## src/design/tdc_pkg.sv

```systemverilog
// Constants, opcodes and carrier types of the opcode decoder.
// Assumes one 100 MHz clock and a synchronous active-high reset.
package tdc_pkg;

  // ----------------------------------------------------------------
  // Opcodes
  // ----------------------------------------------------------------
  localparam logic [7:0] OP_READ_TEMP_PORT_TWO = 8'hC3;
  localparam logic [7:0] OP_READ_TEMP_PORT_THREE = 8'hC4;
  localparam logic [7:0] OP_READ_TEMP_PORT_FOUR = 8'hC5;
  localparam logic [7:0] OP_READ_FIRST_WAVE_WIDTH = 8'hD0;
  localparam logic [7:0] OP_READ_FIRST_STOP_WIDTH = 8'hD1;
  localparam logic [7:0] OP_READ_STATUS = 8'hD2;
  localparam logic [7:0] OP_READ_COMM_CHECK = 8'hD3;
  localparam logic [7:0] OP_READ_CALIBRATION = 8'hD4;
  localparam logic [7:0] OP_INIT_RESULTS = 8'h70;
  localparam logic [7:0] OP_SOFT_RESET = 8'h50;
  localparam logic [7:0] OP_BEGIN_SINGLE_FLIGHT_TIME = 8'h01;
  localparam logic [7:0] OP_BEGIN_DUAL_DIRECTION_FLIGHT = 8'h03;
  localparam logic [7:0] OP_BEGIN_TEMP_SINGLE = 8'h04;
  localparam logic [7:0] OP_BEGIN_TEMP_DUAL = 8'h05;

  // ----------------------------------------------------------------
  // Read lengths in bytes and reset values
  // ----------------------------------------------------------------
  localparam logic [2:0] LEN_TEMP = 3'h4;
  localparam logic [2:0] LEN_WIDTH = 3'h4;
  localparam logic [2:0] LEN_STATUS = 3'h2;
  localparam logic [2:0] LEN_CAL = 3'h4;
  localparam logic [2:0] LEN_COMM = 3'h1;
  localparam logic [2:0] LEN_WORD = 3'h4;
  localparam logic [2:0] LEN_RST = 3'h0;
  localparam logic [31:0] WORD_RST = 32'h0000_0000;
  localparam logic [23:0] COMM_PAD = 24'h00_0000;

  // ----------------------------------------------------------------
  // Types
  // ----------------------------------------------------------------
  typedef enum logic [3:0] {
    RSEL_NONE = 4'h0,
    RSEL_TEMP_TWO = 4'h1,
    RSEL_TEMP_THREE = 4'h2,
    RSEL_TEMP_FOUR = 4'h3,
    RSEL_WAVE_WIDTH = 4'h4,
    RSEL_STOP_WIDTH = 4'h5,
    RSEL_STATUS = 4'h6,
    RSEL_COMM = 4'h7,
    RSEL_CAL = 4'h8
  } tdc_rsel_t;

  typedef enum logic [1:0] {
    SLOT_UP = 2'h0,
    SLOT_DOWN = 2'h1,
    SLOT_TEMP_A = 2'h2,
    SLOT_TEMP_B = 2'h3
  } tdc_slot_t;

  typedef enum logic [2:0] {
    MEAS_IDLE = 3'h0,
    MEAS_TOF_ONE = 3'h1,
    MEAS_TOF_UP = 3'h2,
    MEAS_TOF_DOWN = 3'h3,
    MEAS_TEMP_ONE = 3'h4,
    MEAS_TEMP_A = 3'h5,
    MEAS_TEMP_B = 3'h6
  } tdc_meas_t;

  typedef struct packed {
    logic valid;
    tdc_rsel_t sel;
    logic [2:0] nbytes;
  } tdc_rd_req_t;

  typedef struct packed {
    logic tof;
    logic temp;
    logic fixed_dir;
    logic dir_down;
  } tdc_start_t;

  typedef struct packed {
    logic valid;
    tdc_slot_t slot;
  } tdc_store_t;

endpackage : tdc_pkg

```

## src/design/tdc_byte_shifter.sv

```systemverilog
// Byte shifter that returns a selected register, first byte highest.
// Assumes load, take and abort come from logic on the same clock.
`timescale 1ns/1ps
module tdc_byte_shifter
  import tdc_pkg::*;
(
  input wire logic clk_i,
  input wire logic srst_i,
  input wire logic load_i,
  input wire logic [31:0] word_i,
  input wire logic [2:0] nbytes_i,
  input wire logic take_i,
  input wire logic abort_i,
  output logic [7:0] byte_o,
  output logic valid_o
);

  // ----------------------------------------------------------------
  // Shift state
  // ----------------------------------------------------------------
  logic [31:0] word_q;
  logic [31:0] word_d;
  logic [2:0] cnt_q;
  logic [2:0] cnt_d;
  logic [5:0] align;

  always_comb begin
    word_d = word_q;
    cnt_d = cnt_q;
    // Left-align so the first byte to send sits in the top lane
    align = {3'(LEN_WORD - nbytes_i), 3'b000};
    if (abort_i) begin
      cnt_d = LEN_RST;
    end else if (load_i) begin
      word_d = word_i << align;
      cnt_d = nbytes_i;
    end else if (take_i && (cnt_q != LEN_RST)) begin
      word_d = {word_q[23:0], 8'h00};
      cnt_d = 3'(cnt_q - 3'h1);
    end
  end

  always_ff @(posedge clk_i) begin
    if (srst_i) begin
      word_q <= WORD_RST;
      cnt_q <= LEN_RST;
    end else begin
      word_q <= word_d;
      cnt_q <= cnt_d;
    end
  end

  assign byte_o = word_q[31:24];
  assign valid_o = (cnt_q != LEN_RST);

endmodule : tdc_byte_shifter

```

## src/design/tdc_opcode_decoder.sv

```systemverilog
// Opcode decoder: read selects, register init/reset, measurement starts.
// Assumes the serial front end hands over whole opcode bytes and byte
// take strobes on this clock; register file and engines sit outside.
//
// What this block does
// - Opcode C3 returns the second port temperature result.
// - Opcode C4 returns the third port temperature result.
// - Opcode C5 returns the fourth port temperature result.
// - Opcode D0 returns the first wave pulse width result.
// - Opcode D1 returns the first stop pulse width result.
// - Opcode D3 returns low eight bits of configuration register zero.
// - Opcode 70 clears result and status registers, keeps configuration.
// - Opcode 50 resets every register, configuration included.
// - Opcode 01 starts one flight time measurement per configuration.
// - Opcode 03 measures up then down, storing each without host help.
// - Opcode 05 runs two temperature passes and stores both.
`timescale 1ns/1ps
module tdc_opcode_decoder
  import tdc_pkg::*;
(
  input wire logic clk_i,
  input wire logic srst_i,
  input wire logic op_valid_i,
  input wire logic [7:0] op_byte_i,
  input wire logic [7:0] cfg0_low_i,
  input wire logic [31:0] rd_word_i,
  input wire logic byte_take_i,
  input wire logic tof_done_i,
  input wire logic temp_done_i,
  output tdc_rd_req_t rd_req_o,
  output logic [7:0] tx_byte_o,
  output logic tx_valid_o,
  output logic init_o,
  output logic sw_reset_o,
  output tdc_start_t start_o,
  output tdc_store_t store_o,
  output logic busy_o
);

  // ----------------------------------------------------------------
  // Opcode decode
  // ----------------------------------------------------------------
  tdc_rd_req_t rd_q, rd_d;
  logic init_q, init_d;
  logic swr_q, swr_d;
  logic known;
  logic go_tof_one, go_tof_dual, go_temp_one, go_temp_dual;

  always_comb begin
    rd_d = rd_q;
    rd_d.valid = 1'b0;
    init_d = 1'b0;
    swr_d = 1'b0;
    known = 1'b1;
    go_tof_one = 1'b0;
    go_tof_dual = 1'b0;
    go_temp_one = 1'b0;
    go_temp_dual = 1'b0;
    if (op_valid_i) begin
      case (op_byte_i)
        OP_READ_TEMP_PORT_TWO: rd_d = '{1'b1, RSEL_TEMP_TWO, LEN_TEMP};
        OP_READ_TEMP_PORT_THREE:
          rd_d = '{1'b1, RSEL_TEMP_THREE, LEN_TEMP};
        OP_READ_TEMP_PORT_FOUR:
          rd_d = '{1'b1, RSEL_TEMP_FOUR, LEN_TEMP};
        OP_READ_FIRST_WAVE_WIDTH:
          rd_d = '{1'b1, RSEL_WAVE_WIDTH, LEN_WIDTH};
        OP_READ_FIRST_STOP_WIDTH:
          rd_d = '{1'b1, RSEL_STOP_WIDTH, LEN_WIDTH};
        OP_READ_STATUS: rd_d = '{1'b1, RSEL_STATUS, LEN_STATUS};
        OP_READ_COMM_CHECK: rd_d = '{1'b1, RSEL_COMM, LEN_COMM};
        OP_READ_CALIBRATION: rd_d = '{1'b1, RSEL_CAL, LEN_CAL};
        OP_INIT_RESULTS: init_d = 1'b1;
        OP_SOFT_RESET: swr_d = 1'b1;
        OP_BEGIN_SINGLE_FLIGHT_TIME: go_tof_one = 1'b1;
        OP_BEGIN_DUAL_DIRECTION_FLIGHT: go_tof_dual = 1'b1;
        OP_BEGIN_TEMP_SINGLE: go_temp_one = 1'b1;
        OP_BEGIN_TEMP_DUAL: go_temp_dual = 1'b1;
        default: known = 1'b0;
      endcase
    end
  end

  always_ff @(posedge clk_i) begin
    if (srst_i) begin
      rd_q <= '{1'b0, RSEL_NONE, LEN_RST};
      init_q <= 1'b0;
      swr_q <= 1'b0;
    end else begin
      rd_q <= rd_d;
      init_q <= init_d;
      swr_q <= swr_d;
    end
  end

  // ----------------------------------------------------------------
  // Measurement sequencer
  // ----------------------------------------------------------------
  tdc_meas_t state_q, state_d;
  tdc_start_t start_q, start_d;
  tdc_store_t store_q, store_d;

  always_comb begin
    state_d = state_q;
    start_d = '0;
    store_d = '{1'b0, SLOT_UP};
    // Soft reset and init both drop any sequence in flight
    if (swr_d || init_d) begin
      state_d = MEAS_IDLE;
    end else begin
      case (state_q)
        MEAS_IDLE: begin
          if (go_tof_one) begin
            start_d = '{1'b1, 1'b0, 1'b0, 1'b0};
            state_d = MEAS_TOF_ONE;
          end else if (go_tof_dual) begin
            start_d = '{1'b1, 1'b0, 1'b1, 1'b0};
            state_d = MEAS_TOF_UP;
          end else if (go_temp_one) begin
            start_d = '{1'b0, 1'b1, 1'b0, 1'b0};
            state_d = MEAS_TEMP_ONE;
          end else if (go_temp_dual) begin
            start_d = '{1'b0, 1'b1, 1'b0, 1'b0};
            state_d = MEAS_TEMP_A;
          end
        end
        MEAS_TOF_ONE: begin
          if (tof_done_i) begin
            store_d = '{1'b1, SLOT_UP};
            state_d = MEAS_IDLE;
          end
        end
        MEAS_TOF_UP: begin
          if (tof_done_i) begin
            store_d = '{1'b1, SLOT_UP};
            start_d = '{1'b1, 1'b0, 1'b1, 1'b1};
            state_d = MEAS_TOF_DOWN;
          end
        end
        MEAS_TOF_DOWN: begin
          if (tof_done_i) begin
            store_d = '{1'b1, SLOT_DOWN};
            state_d = MEAS_IDLE;
          end
        end
        MEAS_TEMP_ONE: begin
          if (temp_done_i) begin
            store_d = '{1'b1, SLOT_TEMP_A};
            state_d = MEAS_IDLE;
          end
        end
        MEAS_TEMP_A: begin
          if (temp_done_i) begin
            store_d = '{1'b1, SLOT_TEMP_A};
            start_d = '{1'b0, 1'b1, 1'b0, 1'b0};
            state_d = MEAS_TEMP_B;
          end
        end
        MEAS_TEMP_B: begin
          if (temp_done_i) begin
            store_d = '{1'b1, SLOT_TEMP_B};
            state_d = MEAS_IDLE;
          end
        end
        default: begin
          state_d = MEAS_IDLE;
        end
      endcase
    end
  end

  always_ff @(posedge clk_i) begin
    if (srst_i) begin
      state_q <= MEAS_IDLE;
      start_q <= '0;
      store_q <= '{1'b0, SLOT_UP};
    end else begin
      state_q <= state_d;
      start_q <= start_d;
      store_q <= store_d;
    end
  end

  // ----------------------------------------------------------------
  // Read-back path
  // ----------------------------------------------------------------
  logic [31:0] word_mux;

  // The check register is served here, not by the register file
  assign word_mux = (rd_q.sel == RSEL_COMM) ?
                    {COMM_PAD, cfg0_low_i} : rd_word_i;

  // Host clocks the bytes out with byte_take_i
  tdc_byte_shifter i_tdc_byte_shifter (
    .clk_i(clk_i),
    .srst_i(srst_i),
    .load_i(rd_q.valid),
    .word_i(word_mux),
    .nbytes_i(rd_q.nbytes),
    .take_i(byte_take_i),
    .abort_i(swr_q),
    .byte_o(tx_byte_o),
    .valid_o(tx_valid_o)
  );

  assign rd_req_o = rd_q;
  assign init_o = init_q;
  assign sw_reset_o = swr_q;
  assign start_o = start_q;
  assign store_o = store_q;
  assign busy_o = (state_q != MEAS_IDLE);

  // ----------------------------------------------------------------
  // Assertions
  // ----------------------------------------------------------------
  property p_temp_two;
    @(posedge clk_i) disable iff (srst_i)
    op_valid_i && op_byte_i == OP_READ_TEMP_PORT_TWO
    |=> rd_req_o.valid && rd_req_o.sel == RSEL_TEMP_TWO
        ##1 tx_valid_o;
  endproperty
  a_temp_two: assert property (p_temp_two)
    else $error("temp port two read not issued");

  property p_temp_three;
    @(posedge clk_i) disable iff (srst_i)
    op_valid_i && op_byte_i == OP_READ_TEMP_PORT_THREE
    |=> rd_req_o.valid && rd_req_o.sel == RSEL_TEMP_THREE;
  endproperty
  a_temp_three: assert property (p_temp_three)
    else $error("temp port three read not issued");

  property p_temp_four;
    @(posedge clk_i) disable iff (srst_i)
    op_valid_i && op_byte_i == OP_READ_TEMP_PORT_FOUR
    |=> rd_req_o.valid && rd_req_o.sel == RSEL_TEMP_FOUR
        && rd_req_o.nbytes == LEN_TEMP;
  endproperty
  a_temp_four: assert property (p_temp_four)
    else $error("temp port four read not issued");

  property p_wave_width;
    @(posedge clk_i) disable iff (srst_i)
    op_valid_i && op_byte_i == OP_READ_FIRST_WAVE_WIDTH
    |=> rd_req_o.valid && rd_req_o.sel == RSEL_WAVE_WIDTH;
  endproperty
  a_wave_width: assert property (p_wave_width)
    else $error("first wave width read not issued");

  property p_stop_width;
    @(posedge clk_i) disable iff (srst_i)
    op_valid_i && op_byte_i == OP_READ_FIRST_STOP_WIDTH
    |=> rd_req_o.valid && rd_req_o.sel == RSEL_STOP_WIDTH;
  endproperty
  a_stop_width: assert property (p_stop_width)
    else $error("first stop width read not issued");

  property p_comm;
    @(posedge clk_i) disable iff (srst_i)
    op_valid_i && op_byte_i == OP_READ_COMM_CHECK
    ##1 !op_valid_i && !byte_take_i
    |=> tx_valid_o && tx_byte_o == $past(cfg0_low_i);
  endproperty
  a_comm: assert property (p_comm)
    else $error("check byte differs from configuration low byte");

  property p_init;
    @(posedge clk_i) disable iff (srst_i)
    op_valid_i && op_byte_i == OP_INIT_RESULTS
    |=> init_o && !sw_reset_o && !busy_o;
  endproperty
  a_init: assert property (p_init)
    else $error("init pulse missing or reset pulsed");

  property p_soft_reset;
    @(posedge clk_i) disable iff (srst_i)
    op_valid_i && op_byte_i == OP_SOFT_RESET
    ##1 !(op_valid_i && op_byte_i == OP_SOFT_RESET)
    |-> sw_reset_o && !init_o ##1 !tx_valid_o && !sw_reset_o;
  endproperty
  a_soft_reset: assert property (p_soft_reset)
    else $error("soft reset not pulsed once or readout kept");

  property p_single_tof;
    @(posedge clk_i) disable iff (srst_i)
    op_valid_i && op_byte_i == OP_BEGIN_SINGLE_FLIGHT_TIME && !busy_o
    |=> start_o.tof && !start_o.fixed_dir && busy_o;
  endproperty
  a_single_tof: assert property (p_single_tof)
    else $error("single flight start wrong");

  property p_dual_turn;
    @(posedge clk_i) disable iff (srst_i)
    state_q == MEAS_TOF_UP && tof_done_i && !op_valid_i
    |=> store_o.valid && store_o.slot == SLOT_UP
        && start_o.tof && start_o.dir_down;
  endproperty
  a_dual_turn: assert property (p_dual_turn)
    else $error("down pass not launched after up pass");

  property p_temp_turn;
    @(posedge clk_i) disable iff (srst_i)
    state_q == MEAS_TEMP_A && temp_done_i && !op_valid_i
    |=> store_o.valid && store_o.slot == SLOT_TEMP_A && start_o.temp;
  endproperty
  a_temp_turn: assert property (p_temp_turn)
    else $error("second temperature pass not launched");

  property p_unknown;
    @(posedge clk_i) disable iff (srst_i)
    op_valid_i && !known && !tof_done_i && !temp_done_i
    |=> !rd_req_o.valid && !init_o && !sw_reset_o
        && start_o == '0 && $stable(state_q);
  endproperty
  a_unknown: assert property (p_unknown)
    else $error("unknown opcode had an effect");

  c_dual: cover property (@(posedge clk_i) disable iff (srst_i)
    state_q == MEAS_TOF_DOWN && tof_done_i);
  c_temp_dual: cover property (@(posedge clk_i) disable iff (srst_i)
    state_q == MEAS_TEMP_B && temp_done_i);
  c_read_out: cover property (@(posedge clk_i) disable iff (srst_i)
    tx_valid_o ##1 !tx_valid_o);
  c_abort: cover property (@(posedge clk_i) disable iff (srst_i)
    busy_o ##1 sw_reset_o && !busy_o);

endmodule : tdc_opcode_decoder

```

## config.mk

```make
export PLATFORM = sky130hd
export DESIGN_NAME = tdc_opcode_decoder
export DESIGN_NICKNAME = d
export VERILOG_FILES = /design/src/design/tdc_pkg.sv /design/src/design/tdc_byte_shifter.sv /design/src/design/tdc_opcode_decoder.sv
export SDC_FILE = /design/constraint.sdc
export NUM_CORES = 1
export LEC_CHECK = 0
export ABC_AREA = 1
export BUFFER_PORTS_ARGS = -buffer_cell sky130_fd_sc_hd__buf_2
export CORE_ASPECT_RATIO = 0.5
export CORE_UTILIZATION = 45
export DETAILED_ROUTE_END_ITERATION = 7
export PLACE_DENSITY = 0.67
export SYNTH_ARGS = -nofsm -noshare
export SYNTH_HDL_FRONTEND = slang
export SYNTH_HIERARCHICAL = 1
export SYNTH_SLANG_ARGS = --single-unit
```

## constraint.sdc

```tcl
create_clock -name clk_i -period 4 [get_ports clk_i]
set_clock_uncertainty 0.2 [all_clocks]
set_input_delay 0.8 -clock clk_i [delete_from_list [all_inputs] [get_ports clk_i]]
set_output_delay 0.8 -clock clk_i [all_outputs]
set_load 0.02 [all_outputs]
```

==> results by group <==
Status
  • Status: finished clean

Floorplanning
  • Total Die Area: 0.009458 mm²
  • I/O pin count: 81
  • Initial Util: 0.4661
  • CORE AREA: 0.008738 mm²
  • Chip Height: 69.27 µm
  • FP Rows: 24
  • Die width: 136.5 µm

Setup path
  • Startpoint types: register
  • Worst Path Max Fanout: 33
  • Max stage delay on crit path: 0.79 ns
  • WS Path Type: reg2reg
  • Required time worst endpoint: 4.00 ns
  • CP bufs+invs: 2
  • Slowest-stage cell, CP: ha_1
  • WP data arrival: 2.42 ns
  • CP dominant cell by count: nor2_1
  • Crit-path cells: inv_4, ha_1, inv_2, nand3_2, nor2_1, nor2_1, nor2_1
  • CP delay by family, top: adder cells
  • Kind of end point of the critical path: register

Cells and area
  • Fill count: 953
  • Commonest non-fill, non-tap cell in the layout: nand2_1
  • Final Util: 0.5107
  • Most frequent cells in the layout: nand2_1, nor2_1, buf_2, inv_1, nand3_1
  • Area grow syn2layout: 9.585%
  • Share of layout cells above drive strength 1: 0.1907
  • Fin area: 0.004463 mm²
  • Fin nets: 790
  • Footprint of the multi-input gates: 0.002298 mm²
  • Fin cells: 851
  • Ant diodes: 0
  • Reg area: 0.001101 mm²

Power
  • P per Cell Area: 486.8 mW/mm²
  • Leakage: 2.326 nW
  • Final Power: 2.173 mW
  • Peak VDD IR: 0.0002711 V

Placement
  • Final HPWL DP: 6.931 mm
  • Dpl cells: 843
  • Port Buf Inserts: 80
  • Gpl congestion: 0.8486
  • DP Worst Slack: 1.619 ns
  • Placed Area: 0.004312 mm²

STA
  • Final hold viol count: 0
  • Final worst slack: 1.582 ns
  • Slew Viols, Final: 0
  • Min Tclk post-route: 2.418 ns
  • Setup Viol. Count Final: 0
  • Fin crit share: 0.6046
  • WHS: 0.2939 ns
  • Max Clk Rate: 413.5 MHz
  • Setup TNS: 0 ns
  • Slew @ Worst Pin: 0.9993 ns
  • Slew headroom: 0.3330
  • RSZ-0062 raised after global routing: no

Logic synthesis
  • Seq/Total Area, Yosys: 0.2704
  • Syn Std Cell Area: 0.004073 mm²
  • FF+latch count, synth: 55
  • Combinational family with the most area after synthesis: simple AND/OR/NAND/NOR gates
  • Post-Synth Adder-Cell Area: 0.009217
  • Netlist cell types: 35
  • Synth Area in XOR/XNOR: 0
  • Multiplexer share of the synthesized area: 0.02212
  • Simple-gate share of the synthesized area: 0.4977
  • Synth warnings: 6
  • Syn nets: 741
  • Mapped Avg Cell Area: 5.954 µm²
  • Compound-cell area share of the yosys netlist: 0.03533
  • Syn Inst Count: 684

Clock tree
  • CTS tree: done
  • Root Buffer: clkbuf_16
  • CTS Hold Buffers Added: 0
  • Cts repair resizes: 0
  • # clock sinks: 55
  • CTS H-tree depth: 2
  • Post-CTS setup buffers: 0
  • Clk_lat worst skew: 0.30 ns
  • CTS Buf Count: 5
  • Clk buf depth: 2
  • Clock-pin slew on the worst setup and hold paths: 0.08 ns

Global routing
  • Initial antenna violation count: 0
  • First-pass GRT wire length: 16.10 mm
  • Largest net degree at the start of global routing: 41
  • Overflow after GRT: 0
  • Vias in the first global route: 3703
  • GR Util All Layers: 0.2133

Route
  • Post-DRT Antenna Nets: 0
  • First drt pass iteration count: 5
  • Vias/cell: 4.693
  • DR DRC count: 0
  • DR WL/cell: 11.02 µm
  • Detailed Route WL: 9.379 mm
  • Vias: 3994
  • DRT iter0 DRCs: 243

Run
  • Max cap viols: 0

Hold path
  • Worst min-delay path class: reg2reg
==> state kept, by name, summed over array words and instances (netlist names) <==
| name | flops |
|---|---|
| state_q | 3 |
| i_tdc_byte_shifter/word_q | 32 |
| init_o | 1 |
| sw_reset_o | 1 |
| i_tdc_byte_shifter/cnt_q | 3 |
| rd_req_o | 8 |
| start_o | 4 |
| store_o | 3 |
==> worst reg2reg max path, delay by kind of cell, from the launching register on <==
kind | cells | cell delay (ns)
AND/OR/NAND/NOR | 4 | 0.50
flip-flops | 1 | 0.37
buffers and inverters | 2 | 0.46
adder cells (fa/ha/maj) | 1 | 0.79
==> worst paths after layout <==
| path | end | slack, ns | depth (start not counted) | start |
|---|---|---|---|---|
| setup / recovery | i_tdc_byte_shifter/word_q[12] | 1.58 | 7 | rd_req_o[0] |
| hold / removal | i_tdc_byte_shifter/cnt_q[2] | 0.29 | 2 | i_tdc_byte_shifter/cnt_q[2] |
| setup reg to reg | i_tdc_byte_shifter/word_q[12] | 1.58 | 7 | rd_req_o[0] |
| hold reg to reg | i_tdc_byte_shifter/cnt_q[2] | 0.29 | 2 | i_tdc_byte_shifter/cnt_q[2] |
==> Yosys cell counts <==
| master | instances | area, µm² |
|---|---|---|
| a21oi_1 | 10 | 50.05 |
| clkinv_1 | 1 | 3.750 |
| and2_0 | 4 | 25.02 |
| clkbuf_1 | 3 | 11.26 |
| o211ai_1 | 1 | 7.510 |
| nand2_2 | 7 | 43.79 |
| nor2_4 | 2 | 22.52 |
| o21ai_1 | 2 | 10.01 |
| nand3_1 | 58 | 290.3 |
| a21boi_1 | 1 | 7.510 |
| inv_2 | 9 | 33.78 |
| o31ai_1 | 1 | 7.510 |
| nand3b_1 | 1 | 7.510 |
| o21ai_2 | 1 | 8.760 |
| dfxtp_1 | 55 | 1101 |
| buf_4 | 17 | 127.6 |
| inv_4 | 2 | 12.51 |
| nor3b_4 | 1 | 18.77 |
| and2_1 | 4 | 25.02 |
| nand3_2 | 10 | 100.1 |
| buf_6 | 9 | 101.4 |
| o21ai_0 | 5 | 25.02 |
| buf_2 | 10 | 50.05 |
| mux2_2 | 8 | 90.09 |
| inv_1 | 78 | 292.8 |
| nor3b_1 | 1 | 7.510 |
| nand2_1 | 207 | 777.0 |
| nand2_4 | 7 | 78.83 |
| nor2_1 | 151 | 566.8 |
| nor3_1 | 4 | 20.02 |
| a21oi_2 | 1 | 8.760 |
| o21bai_4 | 1 | 18.77 |
| buf_12 | 2 | 40.04 |
| ha_1 | 3 | 37.54 |
| nand4_1 | 7 | 43.79 |
==> final cells by class <==
cell class	instances	share of cell area
Timing Repair Buffer	83	0.09476
Clock buffer	5	0.02803
Sequential cell	55	0.2467
Multi-Input combinational cell	498	0.5150
Tap cell	117	0.03280
Clock inverter	3	0.005887
Inverter	90	0.07682
==> cells by family after synthesis <==
kind of cell,after synthesis
AOI/OAI and AO/OA,23
muxes,8
and+or+nand+nor,464
adders and majority gates,3
DFF,55
buffers and inverters,131
==> power by group <==
group	total (mW)	switching [mW]	internal (mW)
sequential	0.798	0.0934	0.705
clock	0.459	0.220	0.238
combinational	0.916	0.569	0.347
==> per-layer routing <==
metal | track usage | share of wire
met2 | 0.3497 | 0.45
met1 | 0.2708 | 0.49
met3 | 0.05702 | 0.048
met4 | 0.06914 | 0.012
met5 | 0 | 0
(Power assumes the default switching activity.)
